## config.mk

```make
export PLATFORM = sky130hd
export DESIGN_NAME = sample_block_output_formatter
export DESIGN_NICKNAME = d
export VERILOG_FILES = /design/src/pkg/fmt_pkg.sv /design/src/verilog/pin_sync.sv /design/src/verilog/word_fifo.sv /design/src/verilog/sample_block_output_formatter.sv
export SDC_FILE = /design/constraint.sdc
export NUM_CORES = 1
export LEC_CHECK = 0
export BUFFER_PORTS_ARGS = -buffer_cell sky130_fd_sc_hd__buf_4
export CAP_MARGIN = 0
export CORE_AREA = 10 10 194 196
export DETAILED_ROUTE_END_ITERATION = 16
export DIE_AREA = 0 0 204 206
export GPL_ROUTABILITY_DRIVEN = 0
export HOLD_SLACK_MARGIN = 0.12
export PLACE_DENSITY = 0.69
export SYNTH_ARGS = -nofsm -noshare
export SYNTH_HDL_FRONTEND = slang
export SYNTH_SLANG_ARGS = --single-unit
```

## constraint.sdc

```tcl
create_clock -name sys_clk -period 4.44 [get_ports sys_clk]
set_input_delay 0.666 -clock sys_clk [delete_from_list [all_inputs] [get_ports sys_clk]]
set_output_delay 0.666 -clock sys_clk [all_outputs]
set_load 0.01 [all_outputs]
```

## src/pkg/fmt_pkg.sv

```systemverilog
// Purpose: Shared constants for the sample block output formatter.
// Assumes: One 100 MHz clock, synchronous active-high reset.
// Notes: Offsets are byte addresses on the register bus.
//
// Overview of operation
// - Output resolution selectable, 12 or 24 bits.
// - Block size request from 2 to 2/3 memory.
// - Invalid block size keeps old, flags bit 6.
// - Block size updates once setup becomes valid.
// - Block counts reals or complex pairs.
// - Size limits depend on type and resolution.
// - Block size is always even.
// - Block available may need extra samples.
// - Block size readback gives value in use.
// - Minimum FIFO delay, continuous mode only.
// - Real output emits real component only.
// - Complex output emits real then imaginary.
// - Parity bits used: 18 Mbyte FIFO capacity.
// - Settings behave alike on every output port.
// - Block mode stops after each block; rearm.
// - Continuous mode runs until FIFO overflow.
// - Default port is backplane register reads.

package fmt_pkg;

  // ----------------------------------------------------------------
  // Register map
  // ----------------------------------------------------------------
  localparam logic [7:0] REG_CONFIG = 8'h00;
  localparam logic [7:0] REG_BLKSIZE = 8'h04;
  localparam logic [7:0] REG_DELAY = 8'h08;
  localparam logic [7:0] REG_STATUS = 8'h0C;
  localparam logic [7:0] REG_DATA = 8'h10;
  localparam logic [7:0] REG_CONTROL = 8'h14;

  localparam int CFG_COMPLEX_BIT = 0;
  localparam int CFG_RES24_BIT = 1;
  localparam int CFG_CONT_BIT = 2;
  localparam int CFG_LOCAL_BIT = 3;
  localparam int ST_AVAIL_BIT = 0;
  localparam int ST_ARMED_BIT = 1;
  localparam int ST_RUN_BIT = 2;
  localparam int ST_OVF_BIT = 3;
  localparam int ST_DATA_BIT = 4;
  localparam int ST_SETUP_ERR_BIT = 6;
  localparam int CTL_ARM_BIT = 0;
  localparam int CTL_TRIG_BIT = 1;

  // ----------------------------------------------------------------
  // Sizes and limits
  // ----------------------------------------------------------------
  localparam int SAMPLE_W = 24;
  localparam int BS_W = 25;
  localparam int DLY_W = 24;
  localparam int FIFO_DEPTH_DEF = 4;
  localparam int MEM_BYTES = 18 * 1024 * 1024;
  localparam logic [BS_W-1:0] BS_ABS_MIN = 25'h000_0002;
  localparam logic [BS_W-1:0] BS_ABS_MAX = BS_W'(MEM_BYTES / 3 * 2);
  localparam logic [BS_W-1:0] BS_MIN_R12 = 25'h000_0006;
  localparam logic [BS_W-1:0] BS_MAX_R12 = 25'h0C0_0000;
  localparam logic [BS_W-1:0] BS_MIN_MID = 25'h000_0003;
  localparam logic [BS_W-1:0] BS_MAX_MID = 25'h060_0000;
  localparam logic [BS_W-1:0] BS_MIN_C24 = 25'h000_0002;
  localparam logic [BS_W-1:0] BS_MAX_C24 = 25'h030_0000;

  // ----------------------------------------------------------------
  // Reset values
  // ----------------------------------------------------------------
  localparam logic [3:0] CFG_RESET = 4'h0;
  localparam logic [BS_W-1:0] BS_RESET = 25'h000_0400;
  localparam logic [DLY_W-1:0] DELAY_MIN_DEF = 24'h00_0010;
  localparam logic [DLY_W-1:0] DELAY_MAX_DEF = 24'h10_0000;

  typedef enum logic [1:0] {
    ACQ_IDLE = 2'b00,
    ACQ_ARMED = 2'b01,
    ACQ_RUN = 2'b10
  } acq_state_t;

endpackage

```

## src/verilog/pin_sync.sv

```systemverilog
// Purpose: Three-stage synchroniser with agreement filter for a pin.
// Assumes: Input is asynchronous to sys_clk.
// Notes: Output changes only when stages two and three agree.
`timescale 1ns/1ps
module pin_sync (
  input wire logic sys_clk,
  input wire logic reset,
  input wire logic pin,
  output logic level
);
  logic s1_q, s2_q, s3_q, level_q;

  always_ff @(posedge sys_clk) begin
    if (reset) begin
      s1_q <= 1'b0;
      s2_q <= 1'b0;
      s3_q <= 1'b0;
      level_q <= 1'b0;
    end else begin
      s1_q <= pin;
      s2_q <= s1_q;
      s3_q <= s2_q;
      if (s2_q == s3_q) begin
        level_q <= s3_q;
      end
    end
  end

  assign level = level_q;
endmodule

```

## src/verilog/word_fifo.sv

```systemverilog
// Purpose: Small valid/ready FIFO in the sample path.
// Assumes: Same clock on both sides.
// Notes: Full and empty come from an occupancy count.
`timescale 1ns/1ps
module word_fifo #(
  parameter int WIDTH = 24,
  parameter int DEPTH = 4
) (
  input wire logic sys_clk,
  input wire logic reset,
  input wire logic in_valid,
  output logic in_ready,
  input wire logic [WIDTH-1:0] in_data,
  output logic out_valid,
  input wire logic out_ready,
  output logic [WIDTH-1:0] out_data
);
  localparam int AW = (DEPTH > 1) ? $clog2(DEPTH) : 1;
  logic [WIDTH-1:0] mem_q [DEPTH];
  logic [AW-1:0] wr_ptr_q, rd_ptr_q;
  logic [AW:0] count_q;
  wire push = in_valid && in_ready;
  wire pop = out_valid && out_ready;

  assign in_ready = count_q != (AW+1)'(DEPTH);
  assign out_valid = count_q != '0;
  assign out_data = mem_q[rd_ptr_q];

  always_ff @(posedge sys_clk) begin
    if (push) begin
      mem_q[wr_ptr_q] <= in_data;
    end
  end

  always_ff @(posedge sys_clk) begin
    if (reset) begin
      wr_ptr_q <= '0;
      rd_ptr_q <= '0;
      count_q <= '0;
    end else begin
      if (push) begin
        wr_ptr_q <= (wr_ptr_q == AW'(DEPTH - 1)) ? '0 : wr_ptr_q + 1'b1;
      end
      if (pop) begin
        rd_ptr_q <= (rd_ptr_q == AW'(DEPTH - 1)) ? '0 : rd_ptr_q + 1'b1;
      end
      count_q <= count_q + (AW+1)'(push) - (AW+1)'(pop);
    end
  end
endmodule

```

## src/verilog/sample_block_output_formatter.sv

```systemverilog
// Purpose: Formats samples into blocks, buffers them, and drains them
//          to the backplane register port or the local byte stream.
// Assumes: Samples arrive on sys_clk from the filter chain; arm and
//          trigger pins are asynchronous.
// Notes: AHB-Lite slave with zero wait states, response always OKAY.
`timescale 1ns/1ps
module sample_block_output_formatter #(
  parameter logic [fmt_pkg::DLY_W-1:0] DELAY_MIN = fmt_pkg::DELAY_MIN_DEF,
  parameter logic [fmt_pkg::DLY_W-1:0] DELAY_MAX = fmt_pkg::DELAY_MAX_DEF,
  parameter int FIFO_DEPTH = fmt_pkg::FIFO_DEPTH_DEF
) (
  input wire logic sys_clk,
  input wire logic reset,
  input wire logic hsel,
  input wire logic [31:0] haddr,
  input wire logic [1:0] htrans,
  input wire logic hwrite,
  input wire logic [2:0] hsize,
  input wire logic [31:0] hwdata,
  input wire logic hready,
  output logic hreadyout,
  output logic [31:0] hrdata,
  output logic hresp,
  input wire logic sample_valid,
  input wire logic [fmt_pkg::SAMPLE_W-1:0] sample_re,
  input wire logic [fmt_pkg::SAMPLE_W-1:0] sample_im,
  input wire logic arm_pin,
  input wire logic trig_pin,
  input wire logic lbus_ready,
  output logic [7:0] lbus_data,
  output logic lbus_valid
);
  import fmt_pkg::*;

  // ----------------------------------------------------------------
  // Declarations
  // ----------------------------------------------------------------
  logic cfg_complex_q, cfg_res24_q, cfg_cont_q, cfg_local_q;
  logic [BS_W-1:0] bs_req_q, bs_eff_q;
  logic setup_err_q;
  logic [DLY_W-1:0] delay_q;
  logic wr_pend_q;
  logic [7:0] wr_off_q;
  logic hreadyout_q, hresp_q;
  logic [31:0] hrdata_q;
  logic arm_lvl, trig_lvl, arm_prev_q, trig_prev_q;
  acq_state_t acq_q;
  logic [31:0] smp_cnt_q;
  logic blk_avail_q, ovf_q;
  logic hold_vld_q, fmt_phase_q;
  logic [SAMPLE_W-1:0] hold_re_q, hold_im_q;
  logic fifo_in_ready, fifo_out_valid, ser_load;
  logic [SAMPLE_W-1:0] fifo_in_data, fifo_out_data;
  logic [SAMPLE_W-1:0] ser_word_q;
  logic [1:0] ser_left_q;
  logic [7:0] lbus_data_q;
  logic lbus_valid_q;

  // ----------------------------------------------------------------
  // Bus decode
  // ----------------------------------------------------------------
  wire ahb_take = hsel && hready && htrans[1];
  wire rd_take = ahb_take && !hwrite;
  wire [7:0] rd_off = haddr[7:0];
  wire wr_cfg = wr_pend_q && (wr_off_q == REG_CONFIG);
  wire wr_bs = wr_pend_q && (wr_off_q == REG_BLKSIZE);
  wire wr_dly = wr_pend_q && (wr_off_q == REG_DELAY);
  wire wr_ctl = wr_pend_q && (wr_off_q == REG_CONTROL);
  wire arm_sw = wr_ctl && hwdata[CTL_ARM_BIT];
  wire trig_sw = wr_ctl && hwdata[CTL_TRIG_BIT];
  wire rd_pop = rd_take && (rd_off == REG_DATA) && !cfg_local_q;

  // ----------------------------------------------------------------
  // Block size limits
  // ----------------------------------------------------------------
  wire [1:0] lim_sel = {cfg_complex_q, cfg_res24_q};
  wire [BS_W-1:0] bs_min = (lim_sel == 2'b00) ? BS_MIN_R12 :
                           (lim_sel == 2'b11) ? BS_MIN_C24 : BS_MIN_MID;
  wire [BS_W-1:0] bs_max = (lim_sel == 2'b00) ? BS_MAX_R12 :
                           (lim_sel == 2'b11) ? BS_MAX_C24 : BS_MAX_MID;
  wire bs_in_abs = (bs_req_q >= BS_ABS_MIN) && (bs_req_q <= BS_ABS_MAX);
  wire bs_in_fmt = (bs_req_q >= bs_min) && (bs_req_q <= bs_max);
  wire bs_req_ok = bs_in_abs && bs_in_fmt && !bs_req_q[0];

  wire [DLY_W-1:0] dly_wr = hwdata[DLY_W-1:0];
  wire [DLY_W-1:0] dly_clamped = (dly_wr < DELAY_MIN) ? DELAY_MIN :
                                 (dly_wr > DELAY_MAX) ? DELAY_MAX : dly_wr;

  // ----------------------------------------------------------------
  // Read mux
  // ----------------------------------------------------------------
  wire [31:0] cfg_word = {28'h000_0000, cfg_local_q, cfg_cont_q,
                          cfg_res24_q, cfg_complex_q};
  wire [31:0] st_word = {25'h000_0000, setup_err_q, 1'b0,
                         fifo_out_valid, ovf_q, acq_q == ACQ_RUN,
                         acq_q == ACQ_ARMED, blk_avail_q};
  wire [31:0] data_word = (fifo_out_valid && !cfg_local_q) ?
                          {8'h00, fifo_out_data} : 32'h0000_0000;
  wire [31:0] rd_mux = (rd_off == REG_CONFIG) ? cfg_word :
                       (rd_off == REG_BLKSIZE) ? {7'h00, bs_eff_q} :
                       (rd_off == REG_DELAY) ? {8'h00, delay_q} :
                       (rd_off == REG_STATUS) ? st_word :
                       (rd_off == REG_DATA) ? data_word : 32'h0000_0000;

  always_ff @(posedge sys_clk) begin
    if (reset) begin
      wr_pend_q <= 1'b0;
      wr_off_q <= 8'h00;
      hrdata_q <= 32'h0000_0000;
      hreadyout_q <= 1'b1;
      hresp_q <= 1'b0;
    end else begin
      wr_pend_q <= ahb_take && hwrite;
      wr_off_q <= haddr[7:0];
      hreadyout_q <= 1'b1;
      hresp_q <= 1'b0;
      if (rd_take) begin
        hrdata_q <= rd_mux;
      end
    end
  end

  // ----------------------------------------------------------------
  // Configuration
  // ----------------------------------------------------------------
  always_ff @(posedge sys_clk) begin
    if (reset) begin
      {cfg_local_q, cfg_cont_q, cfg_res24_q, cfg_complex_q} <= CFG_RESET;
      bs_req_q <= BS_RESET;
      delay_q <= DELAY_MIN;
    end else begin
      if (wr_cfg) begin
        {cfg_local_q, cfg_cont_q, cfg_res24_q, cfg_complex_q} <= hwdata[3:0];
      end
      if (wr_bs) begin
        bs_req_q <= hwdata[BS_W-1:0];
      end
      if (wr_dly) begin
        delay_q <= dly_clamped;
      end
    end
  end

  // The request is rechecked every cycle, so a later type or
  // resolution change can make a parked request valid.
  always_ff @(posedge sys_clk) begin
    if (reset) begin
      bs_eff_q <= BS_RESET;
      setup_err_q <= 1'b0;
    end else if (bs_req_ok) begin
      bs_eff_q <= bs_req_q;
      setup_err_q <= 1'b0;
    end else begin
      setup_err_q <= 1'b1;
    end
  end

  // ----------------------------------------------------------------
  // Arm and trigger
  // ----------------------------------------------------------------
  pin_sync arm_sync (
    .sys_clk(sys_clk),
    .reset(reset),
    .pin(arm_pin),
    .level(arm_lvl)
  );

  pin_sync trig_sync (
    .sys_clk(sys_clk),
    .reset(reset),
    .pin(trig_pin),
    .level(trig_lvl)
  );

  wire arm_ev = arm_sw || (arm_lvl && !arm_prev_q);
  wire trig_ev = trig_sw || (trig_lvl && !trig_prev_q);

  // ----------------------------------------------------------------
  // Formatter
  // ----------------------------------------------------------------
  // Keep 24 bits or the top 12.
  wire [SAMPLE_W-1:0] re_fmt = cfg_res24_q ? sample_re : {12'h000, sample_re[23:12]};
  wire [SAMPLE_W-1:0] im_fmt = cfg_res24_q ? sample_im : {12'h000, sample_im[23:12]};
  wire fifo_push = hold_vld_q && fifo_in_ready;
  // Real output ends after one word.
  wire last_push = fifo_push && (fmt_phase_q || !cfg_complex_q);
  wire running = acq_q == ACQ_RUN;
  wire take_smp = sample_valid && running && (!hold_vld_q || last_push);
  wire ovf_ev = sample_valid && running && !take_smp;
  assign fifo_in_data = fmt_phase_q ? hold_im_q : hold_re_q;

  always_ff @(posedge sys_clk) begin
    if (reset) begin
      hold_vld_q <= 1'b0;
      fmt_phase_q <= 1'b0;
      hold_re_q <= 24'h00_0000;
      hold_im_q <= 24'h00_0000;
    end else if (take_smp) begin
      hold_vld_q <= 1'b1;
      fmt_phase_q <= 1'b0;
      hold_re_q <= re_fmt;
      hold_im_q <= im_fmt;
    end else if (last_push) begin
      hold_vld_q <= 1'b0;
      fmt_phase_q <= 1'b0;
    end else if (fifo_push) begin
      fmt_phase_q <= 1'b1;
    end
  end

  // ----------------------------------------------------------------
  // Acquisition control
  // ----------------------------------------------------------------
  // One count per real value or complex pair.
  wire [31:0] cnt_nxt = smp_cnt_q + 32'h0000_0001;
  // Block mode ends at block size.
  wire blk_done = take_smp && !cfg_cont_q && (cnt_nxt == {7'h00, bs_eff_q});
  // Delay only counts in continuous mode.
  wire [31:0] avail_thr = {7'h00, bs_eff_q} + (cfg_cont_q ? {8'h00, delay_q} : 32'h0000_0000);

  always_ff @(posedge sys_clk) begin
    if (reset) begin
      acq_q <= ACQ_IDLE;
      arm_prev_q <= 1'b0;
      trig_prev_q <= 1'b0;
    end else begin
      arm_prev_q <= arm_lvl;
      trig_prev_q <= trig_lvl;
      unique case (acq_q)
        ACQ_IDLE: begin
          if (arm_ev) begin
            acq_q <= ACQ_ARMED;
          end
        end
        ACQ_ARMED: begin
          if (trig_ev) begin
            acq_q <= ACQ_RUN;
          end
        end
        ACQ_RUN: begin
          if (blk_done || ovf_ev) begin
            acq_q <= ACQ_IDLE;
          end
        end
        default: begin
          acq_q <= ACQ_IDLE;
        end
      endcase
    end
  end

  always_ff @(posedge sys_clk) begin
    if (reset) begin
      smp_cnt_q <= 32'h0000_0000;
      blk_avail_q <= 1'b0;
      ovf_q <= 1'b0;
    end else if (arm_ev && acq_q == ACQ_IDLE) begin
      smp_cnt_q <= 32'h0000_0000;
      blk_avail_q <= 1'b0;
      ovf_q <= 1'b0;
    end else begin
      if (take_smp) begin
        smp_cnt_q <= cnt_nxt;
      end
      if (take_smp && cnt_nxt >= avail_thr) begin
        blk_avail_q <= 1'b1;
      end
      if (ovf_ev) begin
        ovf_q <= 1'b1;
      end
    end
  end

  // ----------------------------------------------------------------
  // Buffer and output ports
  // ----------------------------------------------------------------
  // Stands in for the 18 Mbyte store.
  word_fifo #(
    .WIDTH(SAMPLE_W),
    .DEPTH(FIFO_DEPTH)
  ) out_fifo (
    .sys_clk(sys_clk),
    .reset(reset),
    .in_valid(hold_vld_q),
    .in_ready(fifo_in_ready),
    .in_data(fifo_in_data),
    .out_valid(fifo_out_valid),
    .out_ready(rd_pop || ser_load),
    .out_data(fifo_out_data)
  );

  // Both ports drain the same formatted words.
  wire byte_adv = !lbus_valid_q || lbus_ready;
  assign ser_load = byte_adv && (ser_left_q == 2'd0) && cfg_local_q && fifo_out_valid;
  wire [SAMPLE_W-1:0] ser_aligned = cfg_res24_q ? fifo_out_data : {fifo_out_data[15:0], 8'h00};

  always_ff @(posedge sys_clk) begin
    if (reset) begin
      ser_word_q <= 24'h00_0000;
      ser_left_q <= 2'd0;
      lbus_data_q <= 8'h00;
      lbus_valid_q <= 1'b0;
    end else if (byte_adv) begin
      if (ser_left_q != 2'd0) begin
        lbus_data_q <= ser_word_q[23:16];
        ser_word_q <= {ser_word_q[15:0], 8'h00};
        ser_left_q <= ser_left_q - 2'd1;
        lbus_valid_q <= 1'b1;
      end else if (ser_load) begin
        lbus_data_q <= ser_aligned[23:16];
        ser_word_q <= {ser_aligned[15:0], 8'h00};
        ser_left_q <= cfg_res24_q ? 2'd2 : 2'd1;
        lbus_valid_q <= 1'b1;
      end else begin
        lbus_valid_q <= 1'b0;
      end
    end
  end

  assign hreadyout = hreadyout_q;
  assign hrdata = hrdata_q;
  assign hresp = hresp_q;
  assign lbus_data = lbus_data_q;
  assign lbus_valid = lbus_valid_q;
endmodule

```

==> results of run 1 <==
[layer usage]
metal	part of all wire [%]	GRT usage [%]
met5	0.029	0
met4	3.2	7.46
met3	6.8	3.97
met2	49	36.9
met1	41	25.8
[worst max path at each step]
| stage | from | endpoint | slack (ns) | cells after the start |
|---|---|---|---|---|
| after global routing | cfg_cont_q$_SDFFE_PP0P_ | blk_avail_q$_SDFFE_PP0P_ | 0.02 | 20 |
| after CTS | cfg_cont_q$_SDFFE_PP0P_ | blk_avail_q$_SDFFE_PP0P_ | 0.30 | 19 |
| after global placement | cfg_cont_q$_SDFFE_PP0P_ | blk_avail_q$_SDFFE_PP0P_ | 0.40 | 20 |
| final | cfg_cont_q$_SDFFE_PP0P_ | blk_avail_q$_SDFFE_PP0P_ | 0.35 | 19 |
| after floorplan | cfg_cont_q$_SDFFE_PP0P_ | blk_avail_q$_SDFFE_PP0P_ | 0.70 | 19 |
| after detailed placement | cfg_cont_q$_SDFFE_PP0P_ | blk_avail_q$_SDFFE_PP0P_ | 0.33 | 19 |
[cells by family (layout without fill, tap and decap cells)]
family                   after synthesis  in the layout  synth area share (%)
AO/OA/AOI/OAI                        320            320                  12.7
XOR/XNOR                             106            106                  5.65
adder cells (fa/ha/maj)               68             68                  5.19
buffers and inverters                142            245                  3.55
flip-flops                           341            341                  46.7
multiplexers                         121            121                  9.26
other                                  2             10                0.0450
AND/OR/NAND/NOR                      587            587                  16.9
[layout by cell type, fill, tap and decap left out, types with 54 or more instances in the layout]
cell	netlist	routed
a211oi_1	54	54
edfxtp_1	96	96
buf_4	10	145
nor2_1	216	213
dfxtp_1	245	244
xnor2_1	58	58
ha_1	66	66
mux2i_1	71	71
nand2_1	133	133
a21oi_1	113	112
[metrics by stage]
step,util [%],hold WS (ns),cells
after floorplan,-,0.414,1694
after global placement,52.9,0.424,2185
after detailed placement,52.9,0.427,2185
after CTS,56.5,0.347,2252
after global routing,56.5,0.387,2253
final,56.5,0.367,2253
[synthesized netlist by cell type, types with 5 or more instances]
cell	number	area, µm²
mux2_2	26	293
buf_2	14	70.1
mux2i_1	71	711
nor4_1	22	138
ha_1	66	826
buf_4	10	75.1
or3_1	6	37.5
dfxtp_1	245	4900
a221oi_1	7	61.3
xnor2_1	58	508
nor3_1	24	120
or2_2	5	31.3
a222oi_1	15	150
and2_1	35	219
a21oi_1	113	566
nand3_1	51	255
o21bai_1	5	37.5
a22oi_1	35	263
nand2_1	133	499
nor2b_1	26	163
nor2_1	216	811
inv_1	29	109
edfxtp_1	96	2880
and4_1	8	70.1
mux4_2	24	541
a311oi_1	10	87.6
o2111ai_1	7	61.3
nand4_1	15	93.8
a211oi_1	54	405
and3_1	11	68.8
buf_1	12	45.0
clkbuf_1	73	274
o21a_1	5	37.5
nand2b_1	9	56.3
o21ai_0	28	140
a31oi_1	8	50.1
xor2_1	47	412
a21o_1	13	97.6
[what timing repair did]
action | CTS | global route
setup endpoints to repair | 0 | 1
setup buffers | 0 | 0
resized for setup | 0 | 1
[power groups by stage]
stage	sequential (mW)	combinational (mW)	clock, mW
6_report	3.21	0.212	3.05
3_5_place_dp	3.28	0.212	0
3_3_place_gp	3.28	0.210	0
5_1_grt	3.21	0.231	3.22
4_1_cts	3.21	0.212	3.11
2_1_floorplan	3.28	0.0937	0
[registers in the layout, summed over array words and instances, names as in the netlist, 2 cells and up, named ones only]
register / cells
acq_q: 2
bs_eff_q: 25
bs_req_q: 25
delay_q: 24
hold_im_q: 24
hold_re_q: 24
hrdata: 25
lbus_data: 8
out_fifo.count_q: 3
out_fifo.mem_q: 96
out_fifo.rd_ptr_q: 2
out_fifo.wr_ptr_q: 2
ser_left_q: 2
ser_word_q: 16
smp_cnt_q: 32
wr_off_q: 8
[cell type report]
cell class                 count  area, µm²
antenna                        1       2.50
clock buffer                  50       1030
clock inverter                17        178
fill                        2998      14800
inverter                      30        113
multi-input combinational   1211       8360
sequential                   341       7790
tap                          455        569
timing repair buffer         148       1140
[critical path: cells and delay by family, from the launching register on]
kind,cells,cell delay [ns]
AOI/OAI and AO/OA,10,2.04
adders and majority gates,3,0.87
and+or+nand+nor,4,0.50
DFF,1,0.36
xor gates and xnor gates,1,0.12
buffers and inverters,1,0.07
==> results.py, run 1 <==
metrics = {
    "outcome": {
        "status": "finished clean",
    },
    "sta": {
        "fin_crit_sh_pct": 92.2,
        "hold_violations": 0,
        "timing.fmax_mhz": 244,
        "maxSlewViolCount": 0,
        "worst_slack_ns": 0.348,
        "skew_ns": 0.0161,
        "min_period_ns": 4.09,
        "setup_violations": 0,
        "slew_headroom_pct": 19.8,
        "rsz0062_at_grt": "no",
        "worst_slew_pin_slew_ns": 1.20,
        "final.setup.tns_ns": 0,
    },
    "drt": {
        "wl_per_cell_um": 20.2,
        "drtAntennaViolNets": 0,
        "wirelength_um": 45500,
        "firstDrtPassIters": 7,
        "routed_via_density": 5.81,
        "drc": 0,
        "vias": 13100,
        "drt-initial-drc-count": 1083,
    },
    "yosys": {
        "synth_flop_cell": "dfxtp_1",
        "postSynthCellCount": 1687,
        "seq_area_frac_synth_pct": 46.7,
        "synth-warning-count": 0,
        "avgSynthCellArea_um2": 9.89,
        "synthesis.area_um2": 16700,
        "synth_edf_count": 96,
        "async_reset_ff_share_pct": 0,
        "ys_types": 70,
        "ys_seq_elements": 341,
    },
    "worst_hold_path": {
        "min_to": "trig_sync.s1_q$_SDFF_PP0_",
        "hold_depth": 2,
        "min_path_type": "in -> reg",
        "min-delay-start": "trig_pin",
    },
    "grt": {
        "antenna_found_initial": 2,
        "grt_max_degree": 127,
        "grt_util_all_layers_pct": 21.2,
        "grt_pass1_wl_um": 70600,
        "grt_pass1_vias": 12700,
        "grt-ovfl-total": 0,
    },
    "critical_path": {
        "r2r_cells": 19,
        "crit_top_cell": "a21o_1",
        "r2r_slack_ns": 0.35,
        "r2r-start": "cfg_cont_q$_SDFFE_PP0P_",
        "cp_slowest_stage_delay_ns": 0.41,
        "endpoint_kind": "register",
        "slowest_stage": "fa_1",
        "cp.required_ns": 4.83,
        "cp-start-kind": "register",
        "r2r-end": "blk_avail_q$_SDFFE_PP0P_",
        "crit_chain": "and2_1, ha_1, inv_1, fa_1, nor2b_1, o2111ai_1, a21oi_2, o21ai_0, a31o_2, nand3b_1, xnor2_1, ha_1, a21o_1, a21o_1, a21o_1, a211oi_1, o21bai_1, a221oi_1, nor4_1",
        "cp.arrival_ns": 4.48,
        "path_class": "reg -> reg",
        "crit_fanout": 3,
    },
    "power_and_ir_drop": {
        "p_sw_share_pct": 21.3,
        "power.density_nw_per_um2": 338,
        "combPwrFrac_pct": 3.3,
        "pwr-share-seq_pct": 49.5,
        "power_switching_mw": 1.38,
        "power_leakage_nw": 7.05,
        "ir_drop_mv": 0.282,
        "clockPowerShare_pct": 47.2,
        "p_total_mw": 6.47,
        "internal-power_mw": 5.10,
    },
    "floorplanning": {
        "die_x_um": 204,
        "row_count": 68,
        "die_h_um": 206,
        "initial_core_util_pct": 49.1,
        "core-area_um2": 33900,
        "ios": 169,
        "die_area_um2": 42000,
    },
    "clocking": {
        "root_buffer": "clkbuf_16",
        "postCtsHoldBufs": 0,
        "cts_tree": "built",
        "clk_pin_slew_ns": 0.06,
        "cts_buffers": 37,
        "cts_buffer_depth": 3,
        "clock_latency_ns": 0.53,
        "htree_levels": 2,
        "cts_num_sinks": 341,
    },
    "place": {
        "numPortBuffers": 124,
        "hpwl_um": 32800,
        "post-place-ws_ns": 0.328,
        "placed_area_um2": 18000,
    },
    "final_layout": {
        "postLayoutCellArea_um2": 19200,
        "layout-drive-gt1-share_pct": 15.8,
        "fin_nets": 1963,
        "areaGrowthSynthToFinish_pct": 15.0,
    },
    "run": {
        "cap_violations": 0,
    },
}
No activity file was read; power rests on OpenSTA's default activity.
==> run 2, diff against run 1 <==
--- a/config.mk
+++ b/config.mk
@@ -12,7 +12,7 @@
 export DIE_AREA = 0 0 204 206
 export GPL_ROUTABILITY_DRIVEN = 0
 export HOLD_SLACK_MARGIN = 0.12
-export PLACE_DENSITY = 0.69
+export PLACE_DENSITY_LB_ADDON = 0.25
 export SYNTH_ARGS = -nofsm -noshare
 export SYNTH_HDL_FRONTEND = slang
 export SYNTH_SLANG_ARGS = --single-unit
==> run 2 against run 1 <==
Effect of this change:
- utilization fell by 0.077 points
- critical path type unchanged
- worst setup slack better by 0.036 ns
- clock power is 2% lower
- total power decreased by 1.2%
- sequential share of layout area up 0.056 points
- highest routed layer is now met4
- worst hold slack worse by 0.0090 ns
==> results.py, run 2 (synthesized netlist as in run 1, its figures left out) <==
metrics = {
    "drt": {
        "drc": 0,
        "routed_via_density": 5.75,
        "drt-initial-drc-count": 1230,
        "drtAntennaViolNets": 0,
        "firstDrtPassIters": 7,
        "vias": 13000,
        "wirelength_um": 45300,
        "wl_per_cell_um": 20.1,
    },
    "place": {
        "post-place-ws_ns": 0.424,
        "numPortBuffers": 124,
        "post-place-cells": 2188,
        "hpwl_um": 33100,
    },
    "worst_hold_path": {
        "min-delay-start": "trig_pin",
        "min_path_type": "in -> reg",
    },
    "floorplanning": {
        "core-area_um2": 33900,
        "die_area_um2": 42000,
        "ios": 169,
        "initial_core_util_pct": 49.1,
        "die_h_um": 206,
        "die_x_um": 204,
        "row_count": 68,
    },
    "run": {
        "cap_violations": 0,
    },
    "clocking": {
        "cts_num_sinks": 341,
        "clock_latency_ns": 0.54,
        "cts_buffers": 37,
        "root_buffer": "clkbuf_16",
        "htree_levels": 2,
        "postCtsHoldBufs": 0,
        "cts_tree": "built",
        "cts_setup_buffers": 0,
        "clk_pin_slew_ns": 0.06,
        "ctsResizeCount": 0,
        "cts_buffer_depth": 3,
    },
    "final_layout": {
        "nFillCells": 2954,
        "top_register": "out_fifo.mem_q",
        "reg.largest.list": "out_fifo.mem_q: 96 flops, smp_cnt_q: 32 flops",
        "largest_reg_flops": 96,
        "stdcell_count": 2257,
        "final_cell_mix": "244 x dfxtp_1, 213 x nor2_1, 150 x buf_4, 133 x nand2_1, 111 x a21oi_1",
        "areaGrowthSynthToFinish_pct": 14.9,
        "final_common_cell": "dfxtp_1",
        "fin_nets": 1966,
        "layout-drive-gt1-share_pct": 15.8,
    },
    "critical_path": {
        "crit_fanout": 26,
        "cp.required_ns": 4.86,
        "endpoint_kind": "register",
        "crit_chain": "buf_4, and2_1, ha_1, nor2b_1, o2111ai_1, a21oi_2, o221ai_1, nand2b_1, a21oi_1, xor2_1, ha_1, a21o_1, a21o_1, a21oi_1, nor2b_1, a311oi_1, o21ai_0, a221oi_1, nor4_1",
        "cp-start-kind": "register",
        "cp.arrival_ns": 4.47,
        "r2r-start": "cfg_cont_q$_SDFFE_PP0P_",
        "cp_slowest_stage_delay_ns": 0.33,
        "startpoint": "cfg_cont_q$_SDFFE_PP0P_",
        "slowest_stage": "ha_1",
        "path_class": "reg -> reg",
    },
    "outcome": {
        "status": "finished clean",
    },
    "power_and_ir_drop": {
        "ir_drop_mv": 0.204,
        "power_leakage_nw": 7.06,
        "power.density_nw_per_um2": 334,
    },
    "sta": {
        "worst_slew_pin_slew_ns": 0.912,
        "setup_violations": 0,
        "slew_headroom_pct": 39.2,
        "timing.fmax_mhz": 247,
        "min_period_ns": 4.06,
        "skew_ns": 0.0248,
        "fin_crit_sh_pct": 91.4,
        "hold_violations": 0,
        "maxSlewViolCount": 0,
        "worst_slack_ns": 0.383,
    },
    "grt": {
        "antenna_found_initial": 3,
        "grt_max_degree": 79,
        "grt_pass1_vias": 12700,
        "grt_util_all_layers_pct": 21.2,
        "grt_pass1_wl_um": 70700,
        "grt-ovfl-total": 0,
    },
}
[run 2: cell count changes in the layout (fill, tap and decap cells not counted), sizes merged]
| cell | before | now |
|---|---|---|
| bufinv | 3 | 1 |
| diode | 1 | 2 |
| inv | 30 | 32 |
| buf | 148 | 151 |
| clkbuf | 50 | 54 |
| clkinvlp | 4 | 1 |
| clkinv | 10 | 9 |
[run 2: worst paths after layout]
kind | to | slack (ns) | cells after the start
min reg2reg | trig_sync.s2_q$_SDFF_PP0_ | 0.44 | 1
max | blk_avail_q$_SDFFE_PP0P_ | 0.38 | 19
max reg2reg | blk_avail_q$_SDFFE_PP0P_ | 0.38 | 19
min | trig_sync.s1_q$_SDFF_PP0_ | 0.36 | 2
[run 2: power breakdown]
part	total, mW	switching, mW	internal [mW]
clock	2.98	1.25	1.73
sequential	3.21	0.0107	3.20
combinational	0.214	0.124	0.0895
total	6.40	1.38	5.02
[run 2: final cells by class]
class / count / area [µm²] / share of cell area (%)
Antenna cell: 2 / 5.00 / 0.0261
Clock buffer: 54 / 1060 / 5.54
Clock inverter: 13 / 116 / 0.607
Inverter: 30 / 113 / 0.588
Multi-Input combinational cell: 1211 / 8370 / 43.7
Sequential cell: 341 / 7790 / 40.7
Tap cell: 455 / 569 / 2.97
Timing Repair Buffer: 151 / 1140 / 5.94
[run 2: metal layers]
metal	share of wire, %	vias up	track usage, %
met1	41	6188	25.9
met5	0	-	0
met3	6.8	83	4.01
met2	49	445	36.6
li1	-	6268	-
met4	3.2	0	7.78
[run 2: critical path: cells and delay by family, from the launching register on]
| kind | cells | cell delay [ns] |
|---|---|---|
| and+or+nand+nor | 5 | 0.59 |
| AOI/OAI and AO/OA | 10 | 2.10 |
| adders and majority gates | 2 | 0.59 |
| buffers and inverters | 1 | 0.19 |
| xor gates and xnor gates | 1 | 0.16 |
| DFF | 1 | 0.30 |
[run 2: through the flow]
stage / total power [mW] / utilization, % / setup TNS [ns] / hold WS (ns) / instance area (µm²)
2_1_floorplan: 3.37 / - / 0 / 0.414 / 16700
3_3_place_gp: 3.49 / 52.9 / 0 / 0.435 / 18000
3_5_place_dp: 3.49 / 52.9 / 0 / 0.436 / 18000
4_1_cts: 6.45 / 56.4 / 0 / 0.346 / 19100
5_1_grt: 6.60 / 56.4 / -0.0126 / 0.355 / 19200
6_report: 6.40 / 56.4 / 0 / 0.358 / 19200
